--- src/verilog/fcp_pkg.sv ---
// Package: register map, command codes and timing of the flash sequencer
package fcp_pkg;
    // ========================================================
    // Register offsets inside one bank; bank bit picks block
    localparam logic [6:0] OFS_STA  = 7'h00;
    localparam logic [6:0] OFS_MOD  = 7'h04;
    localparam logic [6:0] OFS_CON  = 7'h08;
    localparam logic [6:0] OFS_DAT  = 7'h0C;
    localparam logic [6:0] OFS_ADR  = 7'h10;
    localparam logic [6:0] OFS_SGN  = 7'h18;
    localparam logic [6:0] OFS_PRO  = 7'h1C;
    localparam logic [6:0] OFS_HID  = 7'h20;
    localparam int unsigned BANK_BIT = 7;
    // ========================================================
    // Command codes
    localparam logic [7:0] CMD_NULL   = 8'h00;
    localparam logic [7:0] CMD_READ   = 8'h01;
    localparam logic [7:0] CMD_WRITE  = 8'h02;
    localparam logic [7:0] CMD_ERWR   = 8'h03;
    localparam logic [7:0] CMD_VERIFY = 8'h04;
    localparam logic [7:0] CMD_ERASE  = 8'h05;
    localparam logic [7:0] CMD_MASS   = 8'h06;
    localparam logic [7:0] CMD_DONE   = 8'h07;
    localparam logic [7:0] CMD_SIGN   = 8'h0B;
    localparam logic [7:0] CMD_PROT   = 8'h0C;
    localparam logic [7:0] CMD_PING   = 8'h0F;
    // ========================================================
    // Field positions and reset values
    localparam int unsigned STA_DONE = 0;
    localparam int unsigned STA_FAIL = 1;
    localparam int unsigned STA_BUSY = 2;
    localparam int unsigned STA_IRQ  = 3;
    localparam int unsigned MOD_EW   = 3;
    localparam int unsigned MOD_IE   = 4;
    localparam int unsigned PRO_RD   = 31;
    localparam int unsigned PRO_TOP1 = 30;
    localparam logic [7:0]  MOD_RST  = 8'h80;
    localparam logic [7:0]  CON_RST  = 8'h00;
    localparam logic [15:0] ADR_RST  = 16'h0000;
    localparam logic [23:0] SGN_RST  = 24'hFFFFFF;
    localparam logic [31:0] PRO_RST  = 32'h00000000;
    localparam logic [31:0] HID_RST  = 32'hFFFFFFFF;
    localparam logic [31:0] OPEN_ALL = 32'hFFFFFFFF;
    localparam logic [15:0] MASS_DAT = 16'h3CFF;
    localparam logic [15:0] MASS_ADR = 16'hFFC3;
    localparam logic [6:0]  KERN_PG  = 7'd124;
    localparam logic [6:0]  TOP1_PG  = 7'd120;
    localparam logic [15:0] SIG_WORDS = 16'h8000;
    // ========================================================
    // Timing
    localparam longint unsigned CLK_PERIOD_NS = 100;
    localparam longint unsigned T_WRITE_US = 50;
    localparam longint unsigned T_ERWR_MS  = 20;
    localparam longint unsigned T_MASS_MS  = 2480;
    localparam longint unsigned WRITE_CYC =
        T_WRITE_US * 1000 / CLK_PERIOD_NS;
    localparam longint unsigned ERWR_CYC =
        T_ERWR_MS * 1000000 / CLK_PERIOD_NS;
    localparam longint unsigned MASS_CYC =
        T_MASS_MS * 1000000 / CLK_PERIOD_NS;
    localparam longint unsigned SIG_CYC = 32778;
    // ========================================================
    // Sequencer states
    typedef enum logic [3:0] {
        S_IDLE = 4'b0001,
        S_RUN  = 4'b0010,
        S_SIGN = 4'b0100,
        S_FIN  = 4'b1000
    } fcp_state_e;
endpackage : fcp_pkg

--- src/verilog/fcp_ctrl.sv ---
// Flash command sequencer with protection, APB register slave
// Overview of operation
// RQ1 - Command 0x01 loads the addressed flash word into the data register.
// RQ2 - Command 0x02 programs the data register at the address, about 50 us.
// RQ3 - Command 0x03 erases the page then programs the word, about 20 ms.
// RQ4 - Command 0x04 compares flash word with data, result in status bit 1.
// RQ5 - Command 0x05 erases only the addressed page.
// RQ6 - Command 0x06 erases user space, kernel kept, about 2.48 s.
// RQ7 - Mass erase runs only after the unlock sequence, else refused.
// RQ8 - Software loads 0x3CFF, 0xFFC3, sets mode bit 0x8, then 0x06.
// RQ9 - Command 0x0B builds a 24-bit signature over 64 kB in 32778 cycles.
// RQ10 - Command 0x0C commits deferred protection once; key or mass erase undo.
// RQ11 - Command 0x0F touches no flash but still raises completion.
// RQ12 - Software never issues codes 0x07 to 0x0A, 0x0D, 0x0E.
// RQ13 - A reserved code never modifies the flash array.
// RQ14 - After commands null to mass erase the command register reads 0x07.
// RQ15 - Block 0 protection bit 31 low blocks reads of block 0.
// RQ16 - Block 0 bits 30..0 gate writes to four-page groups.
// RQ17 - Block 1 protection bit 31 low blocks reads of block 1.
// RQ18 - Block 1 bit 30 low blocks writes to pages 127 to 120.
// RQ19 - Block 1 bits 29..0 gate writes to four-page groups.
// RQ20 - Immediate protection acts at once; deferred needs key and commit.
// RQ21 - Status: busy bit 2, fail 1, done 0, irq 3; read clears 0,1,3.
// RQ22 - Erase and write need mode bit 3; mode bit 4 enables interrupt.
module fcp_ctrl #(
    parameter int unsigned ERWR_CYC = 200000,
    parameter int unsigned MASS_CYC = 24800000,
    parameter int unsigned SIG_CYC  = 32778
) (
    // Clock and reset
    input  wire logic        clock,
    input  wire logic        srst,
    // APB slave
    input  wire logic        psel,
    input  wire logic        penable,
    input  wire logic        pwrite,
    input  wire logic [11:0] paddr,
    input  wire logic [31:0] pwdata,
    output logic      [31:0] prdata,
    output logic             pready,
    output logic             pslverr,
    // Flash array
    output logic             fl_rd,
    output logic             fl_prog,
    output logic             fl_erase_pg,
    output logic             fl_erase_all,
    output logic             fl_blk,
    output logic      [14:0] fl_addr,
    output logic      [15:0] fl_wdata,
    input  wire logic [15:0] fl_rdata
);
    // ========================================================
    // Helpers
    function automatic logic mapped(input logic [6:0] o);
        case (o)
            fcp_pkg::OFS_STA, fcp_pkg::OFS_MOD, fcp_pkg::OFS_CON,
            fcp_pkg::OFS_DAT, fcp_pkg::OFS_ADR, fcp_pkg::OFS_SGN,
            fcp_pkg::OFS_PRO, fcp_pkg::OFS_HID: mapped = 1'b1;
            default: mapped = 1'b0;
        endcase
    endfunction : mapped

    // Page write gate: four pages per bit, block 1 top group wider
    function automatic logic page_ok(input logic b, input logic [6:0] pg,
                                     input logic [31:0] pr);
        if (!b && pg >= fcp_pkg::KERN_PG)
            page_ok = 1'b0;                                  // RQ16
        else if (b && pg >= fcp_pkg::TOP1_PG)
            page_ok = pr[fcp_pkg::PRO_TOP1];                 // RQ18
        else
            page_ok = pr[pg[6:2]];                           // RQ16 RQ19
    endfunction : page_ok

    fcp_pkg::fcp_state_e st_q;
    logic [24:0] cnt_q;
    logic [15:0] wcnt_q;
    logic [7:0]  mod_q, cmd_q;
    logic [15:0] dat_q, adr_q;
    logic [23:0] sgn_q, sig_acc_q;
    logic [31:0] pro_q [2];
    logic [31:0] hid_q [2];
    logic [31:0] act_q [2];
    logic [1:0]  lock_q;
    logic [31:0] key_q [2];
    logic        blk_q, fail_q, rd_d1_q, pready_q;
    logic        sta_done_q, sta_fail_q, sta_irq_q;

    // ========================================================
    // Bus decode
    logic [6:0]  ofs;
    logic        bank, hit, busy, take, acc, wr, start, rd_clr;
    logic [31:0] rd_val, prot;
    logic [7:0]  code;
    logic        rd_ok, wr_ok, key_ok, verify_bad;

    assign ofs   = paddr[6:0];
    assign bank  = paddr[fcp_pkg::BANK_BIT];
    assign hit   = (paddr[11:8] == 4'h0) && mapped(ofs);
    assign busy  = (st_q != fcp_pkg::S_IDLE);
    assign take  = psel && penable && !pready_q;
    assign acc   = psel && penable && pready_q && hit;
    assign wr    = acc && pwrite;
    assign code  = pwdata[7:0];
    assign start = wr && (ofs == fcp_pkg::OFS_CON) && !busy;
    assign rd_clr = take && !pwrite && hit && (ofs == fcp_pkg::OFS_STA);

    // Immediate register acts at once, deferred only once committed
    assign prot  = hid_q[bank] & act_q[bank];                // RQ20
    assign rd_ok = prot[fcp_pkg::PRO_RD];                    // RQ15 RQ17
    assign wr_ok = mod_q[fcp_pkg::MOD_EW] &&                 // RQ22
                   page_ok(bank, adr_q[15:9], prot);
    assign key_ok = mod_q[fcp_pkg::MOD_EW] &&                // RQ7 RQ8
                    dat_q == fcp_pkg::MASS_DAT &&
                    adr_q == fcp_pkg::MASS_ADR;
    assign verify_bad = (fl_rdata != dat_q);

    always_comb begin
        rd_val = 32'h00000000;
        case (ofs)
            fcp_pkg::OFS_STA: rd_val[3:0] = {sta_irq_q, busy,   // RQ21
                                             sta_fail_q, sta_done_q};
            fcp_pkg::OFS_MOD: rd_val[7:0]  = mod_q;
            fcp_pkg::OFS_CON: rd_val[7:0]  = cmd_q;
            fcp_pkg::OFS_DAT: rd_val[15:0] = dat_q;
            fcp_pkg::OFS_ADR: rd_val[15:0] = adr_q;
            fcp_pkg::OFS_SGN: rd_val[23:0] = sgn_q;
            fcp_pkg::OFS_PRO: rd_val = pro_q[bank];
            fcp_pkg::OFS_HID: rd_val = hid_q[bank];
            default:          rd_val = 32'h00000000;
        endcase
    end

    // One wait state: read data is caught when pready rises
    always_ff @(posedge clock) begin
        if (srst) begin
            pready_q <= 1'b0;
            pslverr  <= 1'b0;
            prdata   <= 32'h00000000;
        end else begin
            pready_q <= take;
            pslverr  <= take && (!hit || (pwrite && busy &&
                        (ofs == fcp_pkg::OFS_CON ||
                         ofs == fcp_pkg::OFS_DAT ||
                         ofs == fcp_pkg::OFS_ADR)));
            if (take && !pwrite)
                prdata <= hit ? rd_val : 32'h00000000;
        end
    end
    assign pready = pready_q;

    // ========================================================
    // Software registers
    always_ff @(posedge clock) begin
        if (srst) begin
            mod_q <= fcp_pkg::MOD_RST;
            adr_q <= fcp_pkg::ADR_RST;
        end else if (wr && !busy) begin
            if (ofs == fcp_pkg::OFS_MOD)
                mod_q <= pwdata[7:0];
            if (ofs == fcp_pkg::OFS_ADR)
                adr_q <= pwdata[15:0];
        end
    end

    always_ff @(posedge clock) begin
        if (srst)
            dat_q <= 16'h0000;
        else if (st_q == fcp_pkg::S_RUN && cnt_q == 25'd0 &&
                 cmd_q == fcp_pkg::CMD_READ)
            dat_q <= fl_rdata;                               // RQ1
        else if (wr && !busy && ofs == fcp_pkg::OFS_DAT)
            dat_q <= pwdata[15:0];
    end

    // ========================================================
    // Protection: commit once, undo by key or mass erase
    always_ff @(posedge clock) begin
        if (srst) begin
            for (int i = 0; i < 2; i++) begin
                pro_q[i] <= fcp_pkg::PRO_RST;
                hid_q[i] <= fcp_pkg::HID_RST;
                act_q[i] <= fcp_pkg::OPEN_ALL;
                key_q[i] <= 32'h00000000;
            end
            lock_q <= 2'b00;
        end else begin
            if (wr && ofs == fcp_pkg::OFS_PRO)
                pro_q[bank] <= pwdata;
            if (wr && ofs == fcp_pkg::OFS_HID)
                hid_q[bank] <= pwdata;                       // RQ20
            if (start && code == fcp_pkg::CMD_PROT) begin
                if (!lock_q[bank]) begin
                    act_q[bank]  <= pro_q[bank];             // RQ10
                    key_q[bank]  <= {adr_q, dat_q};
                    lock_q[bank] <= 1'b1;
                end else if (key_q[bank] == {adr_q, dat_q}) begin
                    act_q[bank]  <= fcp_pkg::OPEN_ALL;       // RQ10
                    lock_q[bank] <= 1'b0;
                end
            end
            if (st_q == fcp_pkg::S_FIN && cmd_q == fcp_pkg::CMD_MASS &&
                !fail_q) begin
                act_q[blk_q]  <= fcp_pkg::OPEN_ALL;          // RQ10
                lock_q[blk_q] <= 1'b0;
            end
        end
    end

    // ========================================================
    // Sequencer
    always_ff @(posedge clock) begin
        if (srst) begin
            st_q <= fcp_pkg::S_IDLE;
            cnt_q <= 25'd0;
            cmd_q <= fcp_pkg::CON_RST;
            fail_q <= 1'b0;
            blk_q <= 1'b0;
        end else begin
            case (st_q)
                fcp_pkg::S_IDLE: begin
                    if (start) begin
                        cmd_q <= code;
                        blk_q <= bank;
                        fail_q <= 1'b0;
                        st_q <= fcp_pkg::S_RUN;
                        cnt_q <= 25'd0;
                        case (code)
                            fcp_pkg::CMD_READ,
                            fcp_pkg::CMD_VERIFY: begin
                                fail_q <= !rd_ok;            // RQ15 RQ17
                                cnt_q <= 25'd1;
                            end
                            fcp_pkg::CMD_WRITE: begin
                                fail_q <= !wr_ok;            // RQ22
                                cnt_q <= 25'(fcp_pkg::WRITE_CYC - 1);
                            end
                            fcp_pkg::CMD_ERWR,
                            fcp_pkg::CMD_ERASE: begin
                                fail_q <= !wr_ok;            // RQ22
                                cnt_q <= 25'(ERWR_CYC - 1);
                            end
                            fcp_pkg::CMD_MASS: begin
                                fail_q <= !key_ok;           // RQ7
                                cnt_q <= 25'(MASS_CYC - 1);
                            end
                            fcp_pkg::CMD_SIGN: begin
                                st_q <= fcp_pkg::S_SIGN;     // RQ9
                                cnt_q <= 25'(SIG_CYC - 1);
                            end
                            fcp_pkg::CMD_PROT:
                                fail_q <= lock_q[bank] &&
                                    key_q[bank] != {adr_q, dat_q};
                            fcp_pkg::CMD_NULL,
                            fcp_pkg::CMD_PING:
                                fail_q <= 1'b0;              // RQ11
                            default:
                                fail_q <= 1'b1;              // RQ13
                        endcase
                    end
                end
                fcp_pkg::S_RUN, fcp_pkg::S_SIGN: begin
                    // A refused command ends at once
                    if (cnt_q == 25'd0 || fail_q) begin
                        st_q <= fcp_pkg::S_FIN;
                        if (cmd_q == fcp_pkg::CMD_VERIFY && !fail_q)
                            fail_q <= verify_bad;            // RQ4
                    end else
                        cnt_q <= cnt_q - 25'd1;
                end
                fcp_pkg::S_FIN: begin
                    st_q <= fcp_pkg::S_IDLE;
                    cmd_q <= (cmd_q <= fcp_pkg::CMD_MASS) ?  // RQ14
                             fcp_pkg::CMD_DONE : fcp_pkg::CON_RST;
                end
                default: st_q <= fcp_pkg::S_IDLE;
            endcase
        end
    end

    // ========================================================
    // Flash strobes: one-cycle pulses for accepted commands, fl_rd held high while signing reads the SIG_WORDS words
    always_ff @(posedge clock) begin
        if (srst) begin
            fl_rd <= 1'b0;
            fl_prog <= 1'b0;
            fl_erase_pg <= 1'b0;
            fl_erase_all <= 1'b0;
            fl_blk <= 1'b0;
            fl_addr <= 15'h0000;
            fl_wdata <= 16'h0000;
            rd_d1_q <= 1'b0;
        end else begin
            fl_rd <= 1'b0;
            fl_prog <= 1'b0;
            fl_erase_pg <= 1'b0;
            fl_erase_all <= 1'b0;
            rd_d1_q <= fl_rd;
            if (start) begin
                fl_blk <= bank;
                fl_addr <= adr_q[15:1];
                fl_wdata <= dat_q;
                case (code)
                    fcp_pkg::CMD_READ,
                    fcp_pkg::CMD_VERIFY: fl_rd <= rd_ok;      // RQ1 RQ4
                    fcp_pkg::CMD_WRITE:  fl_prog <= wr_ok;    // RQ2
                    fcp_pkg::CMD_ERWR: begin
                        fl_erase_pg <= wr_ok;                // RQ3
                        fl_prog <= wr_ok;
                    end
                    fcp_pkg::CMD_ERASE: fl_erase_pg <= wr_ok; // RQ5
                    fcp_pkg::CMD_MASS: fl_erase_all <= key_ok; // RQ6
                    default: fl_rd <= 1'b0;                  // RQ13
                endcase
            end else if (st_q == fcp_pkg::S_SIGN &&
                         wcnt_q < fcp_pkg::SIG_WORDS) begin
                fl_rd <= 1'b1;                               // RQ9
                fl_addr <= wcnt_q[14:0];
            end
        end
    end

    // Signature: rotate-and-fold of every word of the block
    always_ff @(posedge clock) begin
        if (srst) begin
            wcnt_q <= 16'h0000;
            sig_acc_q <= fcp_pkg::SGN_RST;
            sgn_q <= fcp_pkg::SGN_RST;
        end else if (start) begin
            wcnt_q <= 16'h0000;
            sig_acc_q <= fcp_pkg::SGN_RST;
        end else if (st_q == fcp_pkg::S_SIGN) begin
            if (wcnt_q < fcp_pkg::SIG_WORDS)
                wcnt_q <= wcnt_q + 16'h0001;
            if (rd_d1_q)
                sig_acc_q <= {sig_acc_q[22:0], sig_acc_q[23]} ^
                             {8'h00, fl_rdata};
            if (cnt_q == 25'd0)
                sgn_q <= sig_acc_q;                          // RQ9
        end
    end

    // ========================================================
    // Status flags: a completion in the read cycle is kept
    always_ff @(posedge clock) begin
        if (srst) begin
            sta_done_q <= 1'b0;
            sta_fail_q <= 1'b0;
            sta_irq_q <= 1'b0;
        end else if (st_q == fcp_pkg::S_FIN) begin
            sta_done_q <= 1'b1;                              // RQ21
            sta_fail_q <= fail_q;
            sta_irq_q <= mod_q[fcp_pkg::MOD_IE];             // RQ11 RQ22
        end else if (rd_clr) begin
            sta_done_q <= 1'b0;                              // RQ21
            sta_fail_q <= 1'b0;
            sta_irq_q <= 1'b0;
        end
    end
endmodule : fcp_ctrl

--- config.mk ---
export PLATFORM = sky130hd
export DESIGN_NAME = fcp_ctrl
export DESIGN_NICKNAME = d
export VERILOG_FILES = /design/src/verilog/fcp_pkg.sv /design/src/verilog/fcp_ctrl.sv
export SDC_FILE = /design/constraint.sdc
export NUM_CORES = 1
export LEC_CHECK = 0
export ABC_AREA = 1
export ABC_CLOCK_PERIOD_IN_PS = 4100
export CORE_AREA = 8 8 205 207
export DETAILED_ROUTE_END_ITERATION = 7
export DIE_AREA = 0 0 213 215
export DONT_BUFFER_PORTS = 1
export GPL_TIMING_DRIVEN = 0
export HOLD_SLACK_MARGIN = 0.08
export PLACE_DENSITY = 0.86
export REMOVE_ABC_BUFFERS = 1
export SYNTH_ARGS = -nofsm -noshare
export SYNTH_HDL_FRONTEND = slang
export SYNTH_SLANG_ARGS = --single-unit
export TNS_END_PERCENT = 20
--- constraint.sdc ---
create_clock -name clock -period 4.1 [get_ports clock]
set_input_delay 0.205 -clock clock [delete_from_list [all_inputs] [get_ports clock]]
set_output_delay 0.205 -clock clock [all_outputs]
set_load 0.02 [all_outputs]
======== Word level (Yosys, flattened, before mapping) ========
Memory sizes are Yosys's and may differ from the RTL's.
Index checks and enable logic that the tools add are counted.
operators by class
  eq/ne operators ......................... 33
  bitwise gates (word level) .............. 12
  reduce and logical (&&, ||, !) cells .... 81
  magnitude comparators ................... 9
  $add $sub $neg .......................... 2
  multiplexer cells ....................... 85
operator list
  operator               number
  $mux 32                7
  $reduce_or 32->1       5
  $pmux 25 s5            1
  $mux 25                2
  $pmux 25 s2            1
  $mux 1                 48
  $eq 8x3->1 const B     5
  $pmux 8 s5             1
  $logic_and 1x1->1      33
  $and 32x32->32         1
  $eq 32x32->1           1
  $mux 16                2
  $ne 32x32->1           1
  $pmux 4 s8             1
  $pmux 8 s2             2
  $mux 15                2
  $pmux 4 s7             1
  $logic_not 25->1       1
  $sub 25x1->25 const B  1
  $eq 8x4->1 const B     3
  $pmux 8 s3             1
  $xor 24x16->24         1
  $eq 7x5->1 const B     3
  $add 16x1->16 const B  1
  46 further kinds       97
word-level totals
  memories ................................ 4
  memory bits (writable) .................. 256
  input bits .............................. 65
  register bits after elaboration ......... 219
memories
  name   words  bits a word  rd ports  clocked after memory_dff  write ports  line            source
  act_q  2      32           1         0                         2            fcp_ctrl.sv:82  logic [31:0] act_q [2];
  hid_q  2      32           1         0                         2            fcp_ctrl.sv:81  logic [31:0] hid_q [2];
  key_q  2      32           1         0                         2            fcp_ctrl.sv:84  logic [31:0] key_q [2];
  pro_q  2      32           1         0                         2            fcp_ctrl.sv:80  logic [31:0] pro_q [2];

======== Longest topological paths before layout ========
  word-level depth ........................ 16
  gate-level depth with buffers ........... 19

======== Worst setup path after synthesis ========
OpenSTA, ideal clock, no wires.
  path type ............................... in2reg
  start point ............................. input paddr[0]
  end point ............................... memory hid_q[0][0], enable pin
  path buffers ............................ 0
  setup slack ............................. -2 ps
  setup time .............................. 466 ps
  arrival time ............................ 3636 ps
  data required time ...................... 3634 ps
  cell stages on the path ................. 11
  cells stage by stage .................... inv_2 nand2_1 nor2_1 inv_2 nor2_2 nor2_1 nand3_2 nand2_2 nor4_2 nand2_1 o21ai_0
RTL lines
  element             line            source
  start: declaration  fcp_ctrl.sv:37  input wire logic [11:0] paddr,
  end: declaration    fcp_ctrl.sv:81

==> impl_metrics.yaml <==
outcome:
  status: "finished, violations left"
  violations: "setup timing"
timing:
  rsz0062_at_grt: "yes"
  maxSlewHeadroom_pct: 12.2
  max_freq_mhz: 244
  setup_slack_ns: -0.000572
  finalCriticalPeriod_ns: 4.10
  hold_violations: 0
  setup-violations-final: 2
  worstMarginPinSlew_ns: 1.31
  slew_violations: 0
  finalClockSkew_ns: 0.0272
  min_period_over_period_pct: 100
clock_tree:
  post_cts_buffers: 0
  htreeDepth: 2
  root_buffer: "clkbuf_16"
  cts_tree: "built"
  clock-sinks: 474
  cts_made_buffers: 48
  clk_latency_ns: 0.62
  clkTransAtPathRegs_ns: 0.06
  cts_max_path_buffers: 3
grt:
  grt_usage_pct: 30.1
  grt_pass1_wl_um: 108000
  grt_max_degree: 105
  antenna_found_initial: 2
  grt_pass1_vias: 19913
  grt_remaining_overflow: 0
critical_path:
  critPathMostFrequentCell: "nand2_4"
  path_class: "flop to flop"
  cp_max_fo: 66
  cp_slowest_cell: "inv_4"
  cp.required_ns: 4.34
  endpoint_kind: "flop"
  path_cells: "nand2_1, nor2_1, nand4_4, nor2_4, nand3_1, inv_4, nand2_4, nand2_4"
  cp.arrival_ns: 4.34
  cp_slowest_stage_delay_ns: 0.62
  start_kind: "flop"
min_path:
  hold_path.class: "input port to flop"
routing:
  drc: 0
  num_vias: 20369
  viasPerCell: 6.35
  dr.pass1.iters: 6
  post_drt_wl_per_cell_um: 22.1
  antenna_left: 0
  drtIter0Drc: 3045
  wl_um: 71000
yosys:
  synth_compound_area_share_pct: 10.1
  synth_mux_area_share_pct: 1.44
  synth_warnings: 0
  synth_top_family_by_area: "simple AND/OR/NAND/NOR gates"
  synth-edff-count: 256
  netlist_instances: 2660
  netlist_area_um2: 22200
  ys_seq_elements: 474
  syn_avg_cell_area_um2: 8.36
  synthFlopType: "edfxtp_1"
  synthAdderAreaFrac_pct: 0.112
  async_reset_ff_share_pct: 0
  synth-seq-area-share_pct: 54.2
  yosys.cell_types.count: 50
  synth_xor_area_share_pct: 1.30
  post_synth_and_or_nand_nor_area_fraction_pct: 26.3
die:
  die-area_um2: 45800
  start_util_pct: 57.0
  io_pins: 135
  fp.dieW_um: 213
  core_um2: 39000
  row_count: 73
  die_y_um: 215
run:
  drv_cap: 0
cells_and_area:
  final_cell_mix: "nand2_1, nor2_1, edfxtp_1"
  nFillCells: 2940
  utilization_pct: 63.8
  final_common_cell: "nand2_1"
  syn_to_final_growth_pct: 11.9
  stdcell_area_um2: 24900
  nets: 2708
  layout-drive-gt1-share_pct: 5.86
  final_cells: 3209
power_and_ir_drop:
  leakagePower_nw: 9.61
  p_per_area_nw_per_um2: 442
  ir_drop_mv: 0.268
  total_power_w: 0.0110
place:
  io_buffers: 0
  post-place-ws_ns: -2.00
  gp_congestion: 0.910
  placed_area_um2: 22500
  place_inst: 3047
  dp_hpwl_um: 42600
[cell usage after synthesis (11+ instances only)]
master	number	area, um^2
nand2_1	785	2950
nor2_1	271	1020
edfxtp_1	256	7690
dfxtp_1	218	4360
inv_1	185	694
nand3_1	148	741
a21oi_1	133	666
o21ai_0	130	651
nand4_1	80	500
clkbuf_1	72	270
buf_2	53	265
o211ai_1	48	360
nor3_1	34	170
mux2i_1	32	320
buf_4	20	150
a31oi_1	18	113
o22ai_1	18	113
xnor2_1	18	158
a221oi_1	17	149
inv_2	17	63.8
xor2_1	15	131
or2_0	14	87.6
o21ai_1	11	55.1
[critical path, delay by kind of cell (launching register included)]
family	cells	cell delay [ns]
buffers and inverters	1	0.62
and+or+nand+nor	7	2.57
DFF	1	0.49
[final timing paths]
kind | start | end | slack (ns) | cells after the start
worst max-delay path | pready | key_q[0][5] | -0.0006 | 8
worst min-delay path | pwdata[1] | lock_q[1] | 0.1 | 5
worst max register to register | pready | key_q[0][5] | -0.0006 | 8
worst min register to register | cmd_q[5] | cmd_q[5] | 0.47 | 2
[state kept, by name, summed over array words and instances (netlist names), 2 cells and up]
register,count
act_q,64
adr_q,16
cmd_q,8
cnt_q,25
dat_q,16
fl_addr,15
fl_wdata,16
hid_q,64
key_q,64
lock_q,2
mod_q,8
prdata,32
pro_q,64
sgn_q,24
sig_acc_q,24
st_q,4
wcnt_q,16
[area by class of cell]
| type | count | area [um^2] | area share, % |
|---|---|---|---|
| clock buffers | 64 | 1350 | 5.43 |
| well taps | 525 | 657 | 2.64 |
| diodes | 4 | 10.0 | 0.0402 |
| repair buffers | 77 | 948 | 3.81 |
| inverters | 207 | 785 | 3.15 |
| clock inverters | 25 | 240 | 0.965 |
| multi-input cells | 1833 | 8840 | 35.5 |
| flip-flops and latches | 474 | 12100 | 48.4 |
[through the flow]
| stage | setup TNS (ns) | hold slack (ns) |
|---|---|---|
| floorplan | -25.93 | 0.274 |
| global placement | -728.31 | 0.287 |
| detailed placement | -203.70 | 0.289 |
| CTS | -6.22 | 0.0821 |
| global route | -13.64 | 0.104 |
| finish | -0.000680 | 0.0953 |
[layer usage]
layer | GRT usage, % | routed length [um] | vias to the layer above
met5 | 0 | 0 | -
met4 | 18.1 | 4060 | 0
met3 | 8.27 | 9640 | 333
met2 | 46.7 | 32300 | 1650
met1 | 37.1 | 24900 | 9487
li1 | - | - | 8899
[where the power goes]
part | leakage [nW] | internal (W) | switching, W
combinational | 4.84 | 0.000385 | 0.000938
clock | 0.793 | 0.00258 | 0.00191
sequential | 3.98 | 0.00511 | 0.0000804
[cells by family after synthesis]
group | after synthesis
compound gates | 391
xor+xnor | 33
fa+ha+maj | 2
buf+inv | 353
flops | 474
mux | 32
simple gates | 1375
[repair_timing]
item,CTS,global route
pin swaps,1,0
hold buffers,68,0
gates resized for setup,5,5
cloned,0,0
setup endpoints to repair,128,201
hold endpoints to repair,333,0
Power figures use the tool's default switching activity.
